### config.mk
export PLATFORM = sky130hd
export DESIGN_NAME = pmf_regbank
export DESIGN_NICKNAME = d
export VERILOG_FILES = /design/src/pmf_pkg.sv /design/src/pmf_sticky_flags.sv /design/src/pmf_regbank.sv
export VERILOG_INCLUDE_DIRS = /design/src
export SDC_FILE = /design/constraint.sdc
export NUM_CORES = 1
export LEC_CHECK = 0
export CAP_MARGIN = 5
export CORE_ASPECT_RATIO = 0.7
export CORE_MARGIN = 3
export CORE_UTILIZATION = 45
export CTS_CLUSTER_DIAMETER = 150
export DETAILED_ROUTE_END_ITERATION = 10
export DONT_BUFFER_PORTS = 1
export PLACE_DENSITY = 0.72
export SYNTH_ARGS = -nofsm -noshare
export SYNTH_HDL_FRONTEND = slang
export SYNTH_HIERARCHICAL = 1
export SYNTH_SLANG_ARGS = --single-unit
### constraint.sdc
create_clock -name CLK_SYS_I -period 4.4 [get_ports CLK_SYS_I]
set_input_delay 0.22 -clock CLK_SYS_I [delete_from_list [all_inputs] [get_ports CLK_SYS_I]]
set_output_delay 0.22 -clock CLK_SYS_I [all_outputs]
set_load 0.01 [all_outputs]
### src/pmf_map.svh
// register offsets, field positions and reset values of the fault and regulator configuration bank
// included by the register bank module only, not by the sticky flags module; definitions only
`ifndef PMF_MAP_SVH
`define PMF_MAP_SVH

`define PMF_FAULT_OFS 8'h05
`define PMF_CID_OFS 8'h06
`define PMF_SHARED_OFS 8'h07
`define PMF_CH0_OFS 8'h08

`define PMF_UV_BIT 2
`define PMF_OV_BIT 1
`define PMF_TH_BIT 0
`define PMF_STEP_LSB 2
`define PMF_STEP_MSB 5
`define PMF_DRV_LSB 0
`define PMF_DRV_MSB 1

`define PMF_SHARED_RST 8'h00
`define PMF_CH0_RST 8'h00
`define PMF_COARSE_MAX_CODE 8'hc8
`define PMF_BASE_UNITS 9'h028
`define PMF_BYTE_BITS 4'h8

`endif

### src/pmf_pkg.sv
// types shared by the fault and regulator configuration bank
// no constants here; offsets and values live in pmf_map.svh
`default_nettype none

package pmf_pkg;

  typedef enum logic [3:0]
  {
    PMF_IDLE      = 4'h0,
    PMF_ADDR      = 4'h1,
    PMF_ADDR_ACK  = 4'h3,
    PMF_REG       = 4'h2,
    PMF_REG_ACK   = 4'h6,
    PMF_WDATA     = 4'h7,
    PMF_WDATA_ACK = 4'h5,
    PMF_RDATA     = 4'h4,
    PMF_RDATA_ACK = 4'hc
  } pmf_state_e;

  typedef struct packed
  {
    logic undervolt;
    logic overvolt;
    logic thermal;
  } pmf_fault_s;

  typedef struct packed
  {
    pmf_state_e st;
    logic [3:0] cnt;
    logic [7:0] sh;
    logic [7:0] tx;
    logic [7:0] ptr;
    logic rw;
    logic nack;
    logic scl_p;
    logic sda_p;
    logic sda_o;
    logic sda_oen;
    logic [3:0] step_sel;
    logic [1:0] drv;
    logic [7:0] ch0_code;
    logic ch0_step;
    logic [7:0] ch0_applied;
    logic [8:0] ch0_units;
  } pmf_bank_s;

endpackage

`default_nettype wire

### src/pmf_sticky_flags.sv
// sticky event flags that clear on a read strobe
// assumes the clear strobe is one cycle wide and the conditions are synchronous levels
`timescale 1ns/1ps
`default_nettype none

module pmf_sticky_flags
#(
  parameter int WIDTH = 3
)
(
  input wire logic CLK_SYS_I,
  input wire logic RESETN_I,
  input wire logic CE_I,
  input wire logic [WIDTH-1:0] set_i,
  input wire logic clr_i,
  output logic [WIDTH-1:0] flag_o
);

  logic [WIDTH-1:0] flag_q;
  logic [WIDTH-1:0] flag_d;

  // a condition present in the clearing cycle wins over the clear
  always_comb
  begin
    flag_d = set_i | (flag_q & {WIDTH{~clr_i}});
  end

  always_ff @(posedge CLK_SYS_I)
  begin
    if (!RESETN_I)
    begin
      flag_q <= '0;
    end
    else if (CE_I)
    begin
      flag_q <= flag_d;
    end
  end

  assign flag_o = flag_q;

endmodule

`default_nettype wire

### src/pmf_regbank.sv
// fault flags, configuration identification and regulator configuration behind an i2c target
// assumes scl and sda arrive synchronous to the system clock; sda is open drain outside
//
// Contract
// - Undervoltage flag, bit 2, sets on input undervoltage and holds until read.
// - Overvoltage flag, bit 1, sets on input overvoltage and holds until read.
// - Thermal overload flag, bit 0, sets on overtemperature and holds until read.
// - Reading the fault register clears flags; they return only on a new fault. Here a fault still present at the read keeps its flag.
// - Configuration identification in bits 4:0 is read only, follows factory configuration.
// - Shared config holds step selects: ch3 bit5, ch2 bit4, ch1 bit3, ch0 bit2.
// - Step select zero means 25.0 mV steps, one means 12.5 mV steps.
// - New step size reaches the channel only with the next target code write.
// - Top of range is 5.500 V coarse and 3.6875 V fine.
// - Two-bit drive trim in bits 1:0, shared, code zero fastest, higher slower.
// - Channel 0 target equals 0.5 V plus code times step; coarse codes above full scale reserved.
`timescale 1ns/1ps
`default_nettype none
`include "pmf_map.svh"

module pmf_regbank
#(
  // target address on the serial bus; value is arbitrary
  parameter logic [6:0] DEV_ADDR = 7'h2a
)
(
  input wire logic CLK_SYS_I,
  input wire logic RESETN_I,
  input wire logic CE_I,
  input wire logic SCL_I,
  input wire logic SDA_I,
  output logic SDA_O,
  output logic SDA_OEN_O,
  input wire pmf_pkg::pmf_fault_s FAULT_COND_I,
  input wire logic [4:0] CONFIG_ID_I,
  output pmf_pkg::pmf_fault_s FAULT_FLAGS_O,
  output logic [3:0] STEP_SELECT_O,
  output logic [1:0] DRIVE_TRIM_O,
  output logic CH0_STEP_O,
  output logic [7:0] CH0_TARGET_CODE_O,
  output logic [8:0] CH0_TARGET_UNITS_O
);

  localparam pmf_pkg::pmf_bank_s BANK_RST = '{
    st: pmf_pkg::PMF_IDLE,
    cnt: 4'h0,
    sh: 8'h00,
    tx: 8'h00,
    ptr: 8'h00,
    rw: 1'b0,
    nack: 1'b0,
    scl_p: 1'b1,
    sda_p: 1'b1,
    sda_o: 1'b0,
    sda_oen: 1'b1,
    step_sel: 4'(`PMF_SHARED_RST >> `PMF_STEP_LSB),
    drv: 2'h0,
    ch0_code: `PMF_CH0_RST,
    ch0_step: 1'b0,
    ch0_applied: `PMF_CH0_RST,
    ch0_units: `PMF_BASE_UNITS
  };

  pmf_pkg::pmf_bank_s q;
  pmf_pkg::pmf_bank_s d;
  pmf_pkg::pmf_fault_s flags;
  logic rd_clr;
  logic [7:0] rd_addr;
  logic [7:0] rd_byte;
  logic scl_rise;
  logic scl_fall;
  logic start_cond;
  logic stop_cond;
  logic [7:0] wr_applied;

  ////////////////////////////////////////////////////////////////////////////
  // fault flags

  pmf_sticky_flags #(
    .WIDTH(3)
  ) u_flags (
    .CLK_SYS_I(CLK_SYS_I),
    .RESETN_I(RESETN_I),
    .CE_I(CE_I),
    .set_i(FAULT_COND_I),
    .clr_i(rd_clr),
    .flag_o(flags)
  );

  ////////////////////////////////////////////////////////////////////////////
  // read data decode

  always_comb
  begin
    rd_addr = (q.st == pmf_pkg::PMF_RDATA_ACK) ? q.ptr + 8'h01 : q.ptr;
    rd_byte = 8'h00;
    if (rd_addr == `PMF_FAULT_OFS)
    begin
      rd_byte[`PMF_UV_BIT] = flags.undervolt;
      rd_byte[`PMF_OV_BIT] = flags.overvolt;
      rd_byte[`PMF_TH_BIT] = flags.thermal;
    end
    else if (rd_addr == `PMF_CID_OFS)
    begin
      rd_byte[4:0] = CONFIG_ID_I;
    end
    else if (rd_addr == `PMF_SHARED_OFS)
    begin
      rd_byte[`PMF_STEP_MSB:`PMF_STEP_LSB] = q.step_sel;
      rd_byte[`PMF_DRV_MSB:`PMF_DRV_LSB] = q.drv;
    end
    else if (rd_addr == `PMF_CH0_OFS)
    begin
      rd_byte = q.ch0_code;
    end
  end

  ////////////////////////////////////////////////////////////////////////////
  // bus framing and register updates

  always_comb
  begin
    d = q;
    rd_clr = 1'b0;
    scl_rise = ~q.scl_p & SCL_I;
    scl_fall = q.scl_p & ~SCL_I;
    start_cond = q.scl_p & SCL_I & q.sda_p & ~SDA_I;
    stop_cond = q.scl_p & SCL_I & ~q.sda_p & SDA_I;
    // coarse codes past full scale are reserved; hold the output at full scale
    wr_applied = (!q.step_sel[0] && q.sh > `PMF_COARSE_MAX_CODE) ? `PMF_COARSE_MAX_CODE : q.sh;
    d.scl_p = SCL_I;
    d.sda_p = SDA_I;
    if (start_cond)
    begin
      d.st = pmf_pkg::PMF_ADDR;
      d.cnt = 4'h0;
      d.sda_oen = 1'b1;
    end
    else if (stop_cond)
    begin
      d.st = pmf_pkg::PMF_IDLE;
      d.sda_oen = 1'b1;
    end
    else
    begin
      case (q.st)
        pmf_pkg::PMF_ADDR, pmf_pkg::PMF_REG, pmf_pkg::PMF_WDATA:
        begin
          if (scl_rise)
          begin
            d.sh = {q.sh[6:0], SDA_I};
            d.cnt = q.cnt + 4'h1;
          end
          else if (scl_fall && q.cnt == `PMF_BYTE_BITS)
          begin
            d.sda_oen = 1'b0;
            if (q.st == pmf_pkg::PMF_ADDR)
            begin
              d.rw = q.sh[0];
              d.st = pmf_pkg::PMF_ADDR_ACK;
              if (q.sh[7:1] != DEV_ADDR)
              begin
                d.st = pmf_pkg::PMF_IDLE;
                d.sda_oen = 1'b1;
              end
            end
            else if (q.st == pmf_pkg::PMF_REG)
            begin
              d.ptr = q.sh;
              d.st = pmf_pkg::PMF_REG_ACK;
            end
            else
            begin
              d.ptr = q.ptr + 8'h01;
              d.st = pmf_pkg::PMF_WDATA_ACK;
              if (q.ptr == `PMF_SHARED_OFS)
              begin
                d.step_sel = q.sh[`PMF_STEP_MSB:`PMF_STEP_LSB];
                d.drv = q.sh[`PMF_DRV_MSB:`PMF_DRV_LSB];
              end
              else if (q.ptr == `PMF_CH0_OFS)
              begin
                d.ch0_code = q.sh;
                d.ch0_step = q.step_sel[0];
                d.ch0_applied = wr_applied;
                // output in 12.5 mV units: coarse codes count double
                d.ch0_units = (q.step_sel[0] ? {1'b0, wr_applied} : {wr_applied, 1'b0})
                  + `PMF_BASE_UNITS;
              end
            end
          end
        end
        pmf_pkg::PMF_ADDR_ACK:
        begin
          if (scl_fall)
          begin
            d.cnt = 4'h0;
            if (q.rw)
            begin
              d.tx = rd_byte;
              d.sda_oen = rd_byte[7];
              rd_clr = (rd_addr == `PMF_FAULT_OFS);
              d.st = pmf_pkg::PMF_RDATA;
            end
            else
            begin
              d.sda_oen = 1'b1;
              d.st = pmf_pkg::PMF_REG;
            end
          end
        end
        pmf_pkg::PMF_REG_ACK, pmf_pkg::PMF_WDATA_ACK:
        begin
          if (scl_fall)
          begin
            d.sda_oen = 1'b1;
            d.cnt = 4'h0;
            d.st = pmf_pkg::PMF_WDATA;
          end
        end
        pmf_pkg::PMF_RDATA:
        begin
          if (scl_rise)
          begin
            d.cnt = q.cnt + 4'h1;
          end
          else if (scl_fall)
          begin
            if (q.cnt == `PMF_BYTE_BITS)
            begin
              d.sda_oen = 1'b1;
              d.st = pmf_pkg::PMF_RDATA_ACK;
            end
            else
            begin
              d.tx = {q.tx[6:0], 1'b0};
              d.sda_oen = q.tx[6];
            end
          end
        end
        pmf_pkg::PMF_RDATA_ACK:
        begin
          if (scl_rise)
          begin
            d.nack = SDA_I;
          end
          else if (scl_fall)
          begin
            if (!q.nack)
            begin
              d.ptr = rd_addr;
              d.tx = rd_byte;
              d.sda_oen = rd_byte[7];
              rd_clr = (rd_addr == `PMF_FAULT_OFS);
              d.cnt = 4'h0;
              d.st = pmf_pkg::PMF_RDATA;
            end
            else
            begin
              d.st = pmf_pkg::PMF_IDLE;
            end
          end
        end
        default:
        begin
          d.sda_oen = 1'b1;
        end
      endcase
    end
  end

  ////////////////////////////////////////////////////////////////////////////
  // state register

  always_ff @(posedge CLK_SYS_I)
  begin
    if (!RESETN_I)
    begin
      q <= BANK_RST;
    end
    else if (CE_I)
    begin
      q <= d;
    end
  end

  assign SDA_O = q.sda_o;
  assign SDA_OEN_O = q.sda_oen;
  assign FAULT_FLAGS_O = flags;
  assign STEP_SELECT_O = q.step_sel;
  assign DRIVE_TRIM_O = q.drv;
  assign CH0_STEP_O = q.ch0_step;
  assign CH0_TARGET_CODE_O = q.ch0_applied;
  assign CH0_TARGET_UNITS_O = q.ch0_units;

endmodule

`default_nettype wire

# Yosys cells after proc, flatten, opt, wreduce, memory -nomap -nowiden
# Index checks and enable logic that the tools add are counted.
[totals]
regBits = 72
inputBits = 13
out_inout_bits = 29
[classes]
addsub = 3
n_lt_le_gt_ge = 1
eq_ne = 45
mux = 84
n_bitwise = 20
n_reduce_logical = 19
[op_table]
columns = ["op", "n"]
rows = [
  ["8-bit two-way mux", 19],
  ["33-bit two-way mux", 2],
  ["32-bit two-way mux", 2],
  ["26-bit two-way mux", 2],
  ["16-bit two-way mux", 3],
  ["4-bit inequality test, second input constant", 10],
  ["8-bit case mux with 5 select lines", 1],
  ["10-bit AND reduction", 4],
  ["4-bit two-way mux", 9],
  ["8-bit by 3-bit equality test with 1-bit output, second input constant", 4],
  ["30-bit two-way mux", 1],
  ["9-bit two-way mux", 3],
  ["1-bit two-way mux", 24],
  ["6-bit two-way mux", 4],
  ["2-bit inequality test, second input constant", 12],
  ["8-bit case mux with 3 select lines", 1],
  ["3-bit inequality test, second input constant", 7],
  ["4-bit by 3-bit equality test with 1-bit output, second input constant", 4],
  ["8-bit by 4-bit equality test with 1-bit output, second input constant", 2],
  ["8-bit case mux with 2 select lines", 1],
  ["12-bit two-way mux", 1],
  ["3-bit two-way mux", 4],
  ["12-bit AND reduction", 1],
  ["1-bit NOT", 11],
  ["27 further kinds", 40],
]

# Logic depth before layout (Yosys ltp)
# Gate-level depths: netlist of run 1.
[depth]
ltp_word = 18
depth_mapped = 13

# Hierarchy
# The synthesis of run 1 kept the hierarchy.
[modules_own_cells]
columns = ["module", "instances", "cells_per_inst", "area_per_inst_um2"]
rows = [
  ["pmf_regbank", 1, 564, 4197.8],
  ["pmf_sticky_flags", 1, 13, 121.4],
]

# Worst setup path after synthesis of run 1
# Ideal clock, no wire load.
[synth_path]
kind = "reg-to-reg"
startpoint = "reg q[38] (netlist name)"
endpoint = "reg u_flags.flag_q[0], in the netlist u_flags/flag_o[0]"
arrival_time_ps = 2375
required_ps = 4285
slack_ps = 1910
stages_incl_launch_ff = 10
n_path_buf = 1
period_less_slack_ps = 2490
cell_sequence = "dfxtp_1 ha_1 buf_2 a311oi_1 a31oi_1 or4_4 a22o_1 a2111oi_0 and2_4 o21ai_2"
[synth_between]
elab_chain_cells = 12
elab_cells_between_ends = 14
classes_between = "add/sub: 1; eq/ne: 1; mux: 9; bitwise: 3"
[synth_lines]
columns = ["element", "line", "rtl"]
rows = [
  ["from (decl)", "pmf_regbank.sv:63", "pmf_pkg::pmf_bank_s q;"],
  ["from (signal assigned)", "pmf_regbank.sv:278", "q <= BANK_RST;"],
  ["from (signal assigned)", "pmf_regbank.sv:282", "q <= d;"],
  ["8-bit by 1-bit adder with 8-bit output", "pmf_regbank.sv:94", "rd_addr = (q.st == pmf_pkg::PMF_RDATA_ACK) ? q.ptr + 8'h01 : q.ptr;"],
  ["8-bit two-way mux *", "pmf_regbank.sv:94", ""],
  ["8-bit by 3-bit equality test with 1-bit output (no source line) *", "-", ""],
  ["1-bit two-way mux", "pmf_regbank.sv:248", "if (!q.nack)"],
  ["1-bit two-way mux", "pmf_regbank.sv:246", "else if (scl_fall)"],
  ["1-bit two-way mux", "pmf_regbank.sv:242", "if (scl_rise)"],
  ["1-bit case mux with 2 select lines *", "pmf_regbank.sv:145", "case (q.st)"],
  ["1-bit two-way mux *", "pmf_regbank.sv:138", "else if (stop_cond)"],
  ["1-bit two-way mux *", "pmf_regbank.sv:132", "if (start_cond)"],
  ["named net rd_clr", "pmf_regbank.sv:66", "logic rd_clr;"],
  ["1-bit NOT *", "pmf_sticky_flags.sv:25", "flag_d = set_i | (flag_q & {WIDTH{~clr_i}});"],
  ["3-bit AND *", "pmf_sticky_flags.sv:25", ""],
  ["3-bit bitwise OR *", "pmf_sticky_flags.sv:25", ""],
  ["to (signal assigned)", "pmf_sticky_flags.sv:36", "flag_q <= flag_d;"],
  ["to (decl)", "pmf_sticky_flags.sv:19", "logic [WIDTH-1:0] flag_q;"],
]
# The timed path passes the listed nets; every way through them passes the cells marked *.
# A chain may end at the register's enable or synchronous reset.

# Final worst setup path of run 1
[layout_path]
startpoint = "reg q[38] (netlist name)"
endpoint = "reg u_flags.flag_q[1], in the netlist u_flags/flag_o[1]"
# The elaborated chain is that of the path after synthesis.

==> results.txt, run 1 <==
----------------------------------------------------
[Worst setup path]
  Critical Path AT ... 3270 ps
  Number of cells on the worst reg-to-reg path ... 8
  Maximum fanout along the worst path ... 15
  Type of the setup path with the least slack ... reg2reg
  Critical Path End Type ... flop
  Worst reg2reg endpoint ... u_flags/flag_o[1]$_SDFFE_PN0P_
  Setup slack, reg-to-reg ... approximately 1400 ps
  Source of the worst register-to-register timing path ... q[38]$_SDFFE_PN0P_
  Critical path data required time ... 4630 ps
  Crit path launch ... q[38]$_SDFFE_PN0P_
  Startpoint types ... flop

[Final layout]
  Syn-to-layout area delta ... 3.27%
  Share of cells above drive strength 1 ... 6.74%
  Inserted Diodes ... 0
  # fillers ... 916
  # nets final ... 547

[Power]
  Share of total power in the clock network ... a little under half
  Sw power ... 371 uW
  Portion of total power attributed to combinational logic ... about 6.7%
  Switching portion of total power ... 25.4%
  Cell Pwr Density ... 327 nW/um2
  Highest ir drop seen on vdd ... 0.235 mV
  Share of power burned in registers ... 46.0%
  Internal ... 1090 uW
  P_leak ... 0.00152 uW

[Synthesis]
  Net count after synthesis ... approximately 600
  Number of enable-type register cells in the synthesized netlist ... 0
  Count of mapped cells out of synthesis ... 577
  Post-synthesis instance area ... between 4000 and 5000 um2
  Top cells by area in the synthesized netlist ... dfxtp_1 (33%), nand2_1 (7.1%), a21oi_1 (6.1%), mux2i_1 (4.9%), nor2_1 (4.7%)
  Post-synthesis area per instance ... 7.49 um2
  Proportion of register bits with asynchronous set or reset after synthesis ... 0%
  Sequential fraction of the synthesis area ... 32.9%
  Count of cell types in the netlist ... between 60 and 70
  Most used flip-flop cell after synthesis ... dfxtp_1
  Cell accounting for the most synthesized area ... dfxtp_1
  Portion of synthesized cell area occupied by the leading cell type ... 32.9%
  Yosys warnings ... 6
  Flip-flop and latch count after synthesis ... 71

[Placed design]
  Sum of net half-perimeters after detailed placement ... 8300 um
  Total of buffers placed on input and output ports ... 0
  Weighted congestion at the end of routability-driven global placement ... 1.00
  Post-Place Worst Slack ... 1390 ps

[Job]
  Max_cap viols ... 0

[GRT]
  Global router's overall resource usage ... 22.5%
  Initial antenna violation count ... 0
  Global-route track usage on met3 ... 7.88%
  Maximum number of pins on one net before global-route repair ... 37
  Most Crowded Layer GR ... met1
  Global-route wire length before repair ... 19000 um
  Via count of the first global-routing pass ... 3665
  Grt total ovfl ... 0
  Met1 Track Usage GR ... about a third
  Met2 GRT Util ... 30.4%

[Clock tree]
  H-tree depth ... 3
  Clk sink count ... roughly 70
  Clock insertion delay at the later pin of the skew report ... 340 ps
  Buffer levels on the longest clock path ... 2
  Number of CTS-inserted buffers ... 9
  CTS tree ... built
  Clock input transition at the sequential cells of the worst setup and hold paths ... 60 ps
  Post-cts gate resize count ... 0
  Buffer cell driving the clock tree root ... clkbuf_16

[Hold path]
  Class of the most critical hold timing path ... in2reg
  Hold wc startpoint ... SDA_I
  Hold Path Sink ... q[34]$_SDFFE_PN1P_
  Hold Crit Depth ... 2

[Drt]
  Violation count after the first detailed-route iteration ... about 350
  Post-DR vias/cell ... ~6
  Final routed DRC violation total ... 0
  Final antenna-violating net count ... 0
  Total via count in the routed design ... 4012
  Post-detailed-routing wire length ... 11900 um
  Per-cell routed wire length ... 18.0 um
  Drt first pass iters ... 6

[Timing]
  Max-slew violation total from the final report ... 0
  Final Hold Viols ... 0
  Tightest Pin Transition ... 900 ps
  Final Hold Slack ... 13.5 ps
  Maximum clock skew at final layout ... 6.68 ps
  Final Cycle Share ... 69.0%
  Count of final setup violators ... 0
  Top achievable clock speed ... 329 MHz
  Worst-case setup margin in the final layout ... 1360 ps
  Setup repair after global routing missed its margin ... false
  Slew HR ... 40.0%
  Fin Setup TNS ... 0 ps
  Period minus WS final ... 3040 ps

[Floorplanning]
  Effective utilization at floorplan ... a little under half
  Die area ... between 10000 and 15000 um2
  Core area ... between 9000 and 10000 um2
  Chip Width ... 123 um
  IO Count ... 42
  Number of placement rows ... 29
  Die height ... 88.0 um

[Status]
  Outcome ... finished clean

----------------------------------------------------
## placed cells by master (no fill, tap or decap), types with 8 or more instances in the layout
cell type,count
clkbuf_16,9
o21ai_1,8
inv_1,13
o21ai_0,28
dfxtp_1,71
a21oi_1,53
nand3_1,23
nand2b_1,9
mux2i_1,21
nor2_1,54
a31oi_1,10
nand2_1,82
or3_1,9
nor3_1,14
## sequential cells by signal, summed over array words and instances, names as in the netlist
| name | cells |
|---|---|
| CH0_TARGET_UNITS_O | 9 |
| CH0_STEP_O | 1 |
| u_flags/flag_o | 3 |
| SDA_OEN_O | 1 |
| DRIVE_TRIM_O | 2 |
| CH0_TARGET_CODE_O | 8 |
| q | 43 |
| STEP_SELECT_O | 4 |
## through the flow
stage / instances / area [um2] / util, % / total power [uW]
floorplan: 577 / 4320 / - / 761
global placement: 641 / 4170 / 45.2 / 779
detailed placement: 641 / 4170 / 45.2 / 779
CTS: 658 / 4460 / 48.4 / 1470
global route: 658 / 4460 / 48.4 / 1510
finish: 658 / 4460 / 48.4 / 1460
## cell type report
type / count / area, um2 / area share (%)
Multi-Input combinational cell: 426 / 2490 / 55.8
Sequential cell: 71 / 1420 / 31.9
Clock buffer: 11 / 243 / 5.44
Tap cell: 124 / 155 / 3.48
Timing Repair Buffer: 8 / 62.6 / 1.40
Inverter: 13 / 48.8 / 1.09
Clock inverter: 5 / 40.0 / 0.898
## cells in the mapped netlist (10+ instances only)
master    number
nand2_1       82
dfxtp_1       71
nor2_1        54
a21oi_1       53
o21ai_0       28
clkbuf_1      27
buf_4         25
nand3_1       23
mux2i_1       21
buf_2         15
nor3_1        15
inv_1         13
a31oi_1       10
## logic make-up (layout without fill, tap and decap cells)
group	after synthesis	in the layout	synth area share, %
mux	21	21	4.87
other cells	1	1	0.0868
fa+ha+maj	5	5	1.45
xor+xnor	8	8	1.62
buf+inv	80	37	9.56
flops	71	71	32.9
compound gates	154	154	22.3
simple gates	237	237	27.2
## worst max-delay path, cell delays in order (launching register included)
cell and delay (ps):
dfxtp_1 600, ha_1 400, and3_1 240, a31oi_1 90, or4_4 480, a22o_1 350
a2111oi_0 470, and2_4 250, o21ai_2 60
## worst max-delay path by stage
stage                                                end  slack, ps
final                     u_flags/flag_o[1]$_SDFFE_PN0P_       1360
after global routing      u_flags/flag_o[2]$_SDFFE_PN0P_       1190
after CTS                 u_flags/flag_o[1]$_SDFFE_PN0P_       1370
after detailed placement  u_flags/flag_o[1]$_SDFFE_PN0P_       1390
after global placement    u_flags/flag_o[1]$_SDFFE_PN0P_       1520
after floorplan           u_flags/flag_o[0]$_SDFFE_PN0P_       1910
## power groups by stage
stage          registers [uW]  clock network (uW)  logic (uW)
2_1_floorplan             671                   0        90.3
3_3_place_gp              685                   0        93.7
4_1_cts                   671                 702        96.3
6_report                  671                 691        98.5
3_5_place_dp              685                   0        93.9
5_1_grt                   674                 729         108
## repair_timing
| item | in CTS | in global routing |
|---|---|---|
| buffers inserted | 0 | 0 |
| endpoints found under the hold margin | 4 | 0 |
| setup endpoints to repair | 0 | 0 |
| hold buffers | 1 | 0 |
## per-layer routing
layer / up-vias / wire length [um]
met1: 1893 / 5460
met3: 22 / 1140
met4: 0 / 229
met5: - / 0
met2: 179 / 5020
li1: 1918 / -
Note: power is estimated with default switching activity, not from simulation.
==> run 2, diff against run 1 <==
clock period = 2.9 ns   (was 4.4 ns; I/O delays follow)
==> results.txt, run 2 (synthesis results as in run 1) <==
----------------------------------------------------
[Timing]
  Final Hold Slack ... 10.3 ps
  Tightest Pin Transition ... 1010 ps
  Setup repair after global routing missed its margin ... false
  Maximum clock skew at final layout ... approximately 8.0 ps
  Final Hold Viols ... 0
  Fin Setup TNS ... 0 ps
  Slew HR ... 32.4%
  Count of final setup violators ... 0
  Period minus WS final ... between 2000 and 3000 ps
  Final Cycle Share ... 95.0%
  Max-slew violation total from the final report ... 0
  Top achievable clock speed ... approximately 360 MHz

[Placed design]
  Post-Place Cell Area ... around 4300 um2
  Sum of net half-perimeters after detailed placement ... 8650 um
  Total of buffers placed on input and output ports ... 0
  Weighted congestion at the end of routability-driven global placement ... 0.995

[Final layout]
  Syn-to-layout area delta ... 8.37%
  Multi-input gate area in the final layout ... ~2500 um2
  Most common cell after layout, fill and taps aside ... nand2_1
  Final design area excluding fillers ... 4680 um2
  Top register by number of flip-flops ... q
  Inserted Diodes ... 0
  Commonest non-fill, non-tap cells in the layout ... nand2_1 (82), dfxtp_1 (71), nor2_1 (54)
  Share of cells above drive strength 1 ... 10.4%
  Largest register FFs ... 43
  # fillers ... 910
  # nets final ... 573
  Footprint of the flip-flops and latches ... 1420 um2

[Drt]
  Per-cell routed wire length ... 18.3 um
  Post-DR vias/cell ... 6.13
  Violation count after the first detailed-route iteration ... 529
  Final antenna-violating net count ... 0
  Post-detailed-routing wire length ... 12500 um
  Total via count in the routed design ... about 4200
  Final routed DRC violation total ... 0
  Drt first pass iters ... 6

[Floorplanning]
  Number of placement rows ... 29
  Die area ... roughly 11000 um2
  Die height ... 88.0 um
  Effective utilization at floorplan ... 46.9%
  Core area ... 9220 um2
  IO Count ... 42
  Chip Width ... between 100 and 150 um

[GRT]
  Global-route wire length before repair ... 19800 um
  Grt total ovfl ... 0
  Initial antenna violation count ... 0
  Via count of the first global-routing pass ... 3791
  Maximum number of pins on one net before global-route repair ... 47
  Global router's overall resource usage ... 23.3%

[Worst setup path]
  Source of the worst register-to-register timing path ... q[39]$_SDFFE_PN0P_
  Critical Path End Type ... flop
  Worst reg2reg endpoint ... q[50]$_SDFFE_PN0P_
  Critical Path AT ... 3020 ps
  Maximum fanout along the worst path ... 9
  Number of cells on the worst reg-to-reg path ... 8
  Startpoint types ... flop
  Type of the setup path with the least slack ... reg2reg
  Critical path data required time ... 3170 ps
  Crit path launch ... q[39]$_SDFFE_PN0P_
  Crit path capture ... q[50]$_SDFFE_PN0P_
  Setup slack, reg-to-reg ... 140 ps

[Clock tree]
  Clk sink count ... 71
  Buffer cell driving the clock tree root ... clkbuf_16
  Clock input transition at the sequential cells of the worst setup and hold paths ... approximately 60 ps
  Buffer levels on the longest clock path ... 2
  H-tree depth ... 3
  Clock insertion delay at the later pin of the skew report ... around 340 ps
  CTS tree ... built
  Number of CTS-inserted buffers ... 9

[Power]
  Highest ir drop seen on vdd ... 0.420 mV
  Share of total power in the clock network ... 47.6%
  Share of power burned in registers ... 44.4%
  Sw power ... 619 uW
  P_leak ... 0.00164 uW
  Switching portion of total power ... 27.3%
  Internal ... 1650 uW
  Portion of total power attributed to combinational logic ... 8.0%
  Cell Pwr Density ... 485 nW/um2

[Hold path]
  Class of the most critical hold timing path ... in2reg

[Job]
  Max_cap viols ... 0

[Status]
  Outcome ... finished clean

----------------------------------------------------
-- run 2: cell types whose count changed in the layout (fill, tap and decap cells not counted) --
cell           before  now
buf_4               7   27
dlygate4sd3_1       1    7
clkinvlp_4          0    2
a2111oi_0           2    1
a2111oi_2           0    1
clkbuf_1            1    0
clkbuf_8            1    0
clkinv_2            1    0
clkinv_4            2    1
inv_6               2    3
inv_8               0    1
-- run 2: power by group through the flow --
stage	clock network (uW)	logic, uW	registers [uW]
finish	1080	181	1010
global route	1130	195	1010
CTS	1100	174	1010
detailed placement	0	161	1030
global placement	0	161	1030
floorplan	0	137	1020
-- run 2: per-stage QoR --
| step | worst slack [ps] | utilization [%] | power [uW] | instances |
|---|---|---|---|---|
| after CTS | 13.2 | 50.7 | 2280 | 684 |
| after floorplan | 410 | - | 1150 | 577 |
| after detailed placement | 43.8 | 46.9 | 1190 | 661 |
| final | 144 | 50.8 | 2270 | 684 |
| after global placement | 106 | 46.9 | 1190 | 661 |
| after global routing | 23.2 | 50.8 | 2330 | 684 |
-- run 2: area by class of cell --
class                      count  share of cell area (%)
sequential                    71                    30.4
inverter                      13                    1.04
multi-input combinational    426                    53.3
timing repair buffer          34                    5.83
clock buffer                   9                    4.81
tap                          124                    3.31
clock inverter                 7                    1.31
-- run 2: how the worst min path moves through the flow --
stage	start	end	slack, ps	cells after the start
3_5_place_dp	RESETN_I	q[35]$_SDFFE_PN1P_	220	1
3_3_place_gp	RESETN_I	q[35]$_SDFFE_PN1P_	210	1
2_1_floorplan	SDA_I	q[34]$_SDFFE_PN1P_	270	2
5_1_grt	CE_I	u_flags/flag_o[2]$_SDFFE_PN0P_	2	2
6_report	CE_I	u_flags/flag_o[2]$_SDFFE_PN0P_	10	2
4_1_cts	CE_I	u_flags/flag_o[2]$_SDFFE_PN0P_	1	2
-- run 2: per-layer routing --
metal	part of all wire [%]	GRT usage, %	vias to the layer above
li1	-	-	1972
met1	46	33.2	1995
met2	44	35.4	208
met3	9.1	5.75	16
met4	1.1	6.23	0
met5	0	0	-
-- run 2: worst max-delay path: stages (launching register included) --
cell,delay [ps]
dfxtp_1,510
ha_1,250
and3_1,200
a31oi_1,90
or4_4,470
a22oi_1,460
a32oi_1,180
or4_1,430
o21ai_1,90
-- run 2: what timing repair did --
item | in CTS | in global routing
hold buffers | 7 | 0
resized for setup | 0 | 2
endpoints found under the setup margin | 0 | 3
buffers inserted | 0 | 0
hold endpoints to repair | 14 | 0
==> run 3, diff against run 2 <==
CORE_UTILIZATION = 58   (was 45)
PLACE_DENSITY = 0.86   (was 0.72)
RECOVER_POWER = 100   (was unset)
==> results.txt, run 3 (synthesis results as in run 1) <==
----------------------------------------------------
[Drt]
  Violation count after the first detailed-route iteration ... ~750
  Drt first pass iters ... 5
  Final antenna-violating net count ... 0
  Post-detailed-routing wire length ... 12300 um
  Post-DR vias/cell ... 6.54
  Total via count in the routed design ... ~4300
  Final routed DRC violation total ... 0
  Per-cell routed wire length ... 18.8 um

[GRT]
  Global router's overall resource usage ... ~30%
  Initial antenna violation count ... 0
  Grt total ovfl ... 0
  Via count of the first global-routing pass ... 3954
  Global-route wire length before repair ... 20100 um
  Maximum number of pins on one net before global-route repair ... 34

[Timing]
  Maximum clock skew at final layout ... 16.6 ps
  Tightest Pin Transition ... 959 ps
  Max-slew violation total from the final report ... 0
  Count of final setup violators ... 0
  Slew HR ... a little over a third
  Final Cycle Share ... 95.3%
  Fin Setup TNS ... 0 ps
  Period minus WS final ... ~2800 ps
  Setup repair after global routing missed its margin ... false
  Top achievable clock speed ... about 360 MHz
  Final Hold Viols ... 0
  Final Hold Slack ... 5.01 ps

[Floorplanning]
  Chip Width ... ~110 um
  Effective utilization at floorplan ... 61.9%
  Die area ... 8530 um2
  Number of placement rows ... 25
  Core area ... approximately 7000 um2
  Die height ... between 70 and 80 um
  IO Count ... 42

[Final layout]
  Top register by number of flip-flops ... q
  Most common cell after layout, fill and taps aside ... nand2_1
  Largest register FFs ... 43
  Commonest non-fill, non-tap cells in the layout ... nand2_1 (83), dfxtp_1 (71), nor2_1 (54)
  Final design area excluding fillers ... 4490 um2
  # nets final ... around 570
  Syn-to-layout area delta ... 3.97%
  Utilization of the core after routing ... 64.4%
  Share of cells above drive strength 1 ... 8.02%
  Inserted Diodes ... 0

[Job]
  Max_cap viols ... 0

[Clock tree]
  Number of CTS-inserted buffers ... 9
  Post-CTS Setup Repair Bufs ... 0
  H-tree depth ... 3
  Buffer cell driving the clock tree root ... clkbuf_8
  Clk sink count ... a little over 70
  CTS tree ... built
  Buffer levels on the longest clock path ... 2
  Clock insertion delay at the later pin of the skew report ... 370 ps
  Clock input transition at the sequential cells of the worst setup and hold paths ... approximately 90 ps

[Hold path]
  Hold Path Sink ... u_flags/flag_o[2]$_SDFFE_PN0P_
  Hold wc startpoint ... CE_I
  Hold Crit Depth ... 2
  Class of the most critical hold timing path ... in2reg

[Worst setup path]
  Worst reg2reg endpoint ... u_flags/flag_o[1]$_SDFFE_PN0P_
  Type of the setup path with the least slack ... reg2reg
  Setup slack, reg-to-reg ... 140 ps
  Critical path data required time ... 3160 ps
  Cell breakdown of the critical path ... ha_1 -> and3_1 -> a31oi_1 -> or4_4 -> a22o_1 -> a2111oi_1 -> and2_4 -> o21ai_1
  Source of the worst register-to-register timing path ... q[39]$_SDFFE_PN0P_
  Number of cells on the worst reg-to-reg path ... 8
  Library cell contributing the largest single delay on the critical path ... dfxtp_1
  Startpoint types ... flop
  Critical Path End Type ... flop
  Maximum fanout along the worst path ... 9
  Delay contributed by the slowest stage of the critical path ... 520 ps
  Critical Path AT ... a little over 3000 ps

[Placed design]
  Post-Place Cell Area ... ~4300 um2
  Weighted congestion at the end of routability-driven global placement ... 1.05
  Total of buffers placed on input and output ports ... 0
  Sum of net half-perimeters after detailed placement ... 8580 um

[Power]
  Cell Pwr Density ... 436 nW/um2
  P_leak ... 0.00157 uW
  PnR Total Power ... around 2000 uW
  Highest ir drop seen on vdd ... 0.214 mV

[Status]
  Outcome ... finished clean

----------------------------------------------------
## run 3: report_power, final
part	switching, uW	internal [uW]	total [uW]	leakage (uW)
clock network	447	329	777	0.0000903
logic	108	62.2	170	0.000903
registers	25.0	987	1010	0.000573
total	580	1380	1960	0.00157
## run 3: metal layers
layer	part of all wire, %	vias up	track usage (%)
li1	-	1973	-
met1	44	1980	42.1
met2	43	290	43.8
met3	11	38	8.46
met4	2.2	0	9.96
met5	0	-	0
## run 3: repair_timing
action | 4_1_cts | 5_1_grt
hold endpoints to repair | 16 | 0
gates resized for setup | 0 | 1
hold buffers | 8 | 0
setup endpoints to repair | 0 | 3
## run 3: area by class of cell
class	instances	area, um2
clock buffers	9	124
multi-input cells	426	2460
inverters	13	48.8
flip-flops and latches	71	1420
repair buffers	35	254
well taps	94	118
clock inverters	7	63.8
fillers	579	2480
## run 3: worst max-delay path, delay by kind of cell, from the launching register on
family | cells | cell delay (ps)
fa+ha+maj | 1 | 250
flops | 1 | 520
simple gates | 3 | 920
compound gates | 4 | 970
## run 3: worst max-delay path by stage
stage,start,end,slack (ps),depth (start not counted)
finish,q[39]$_SDFFE_PN0P_,u_flags/flag_o[1]$_SDFFE_PN0P_,140,8
global route,q[39]$_SDFFE_PN0P_,u_flags/flag_o[1]$_SDFFE_PN0P_,30,8
global placement,q[41]$_SDFFE_PN0P_,u_flags/flag_o[0]$_SDFFE_PN0P_,360,7
CTS,q[39]$_SDFFE_PN0P_,u_flags/flag_o[1]$_SDFFE_PN0P_,200,8
detailed placement,q[39]$_SDFFE_PN0P_,u_flags/flag_o[1]$_SDFFE_PN0P_,230,8
floorplan,q[38]$_SDFFE_PN0P_,u_flags/flag_o[0]$_SDFFE_PN0P_,410,9
## run 3: metrics by stage
stage	worst slack (ps)	cells
final	136	655
after global placement	363	631
after floorplan	410	577
after CTS	198	655
after detailed placement	232	631
after global routing	25.5	655
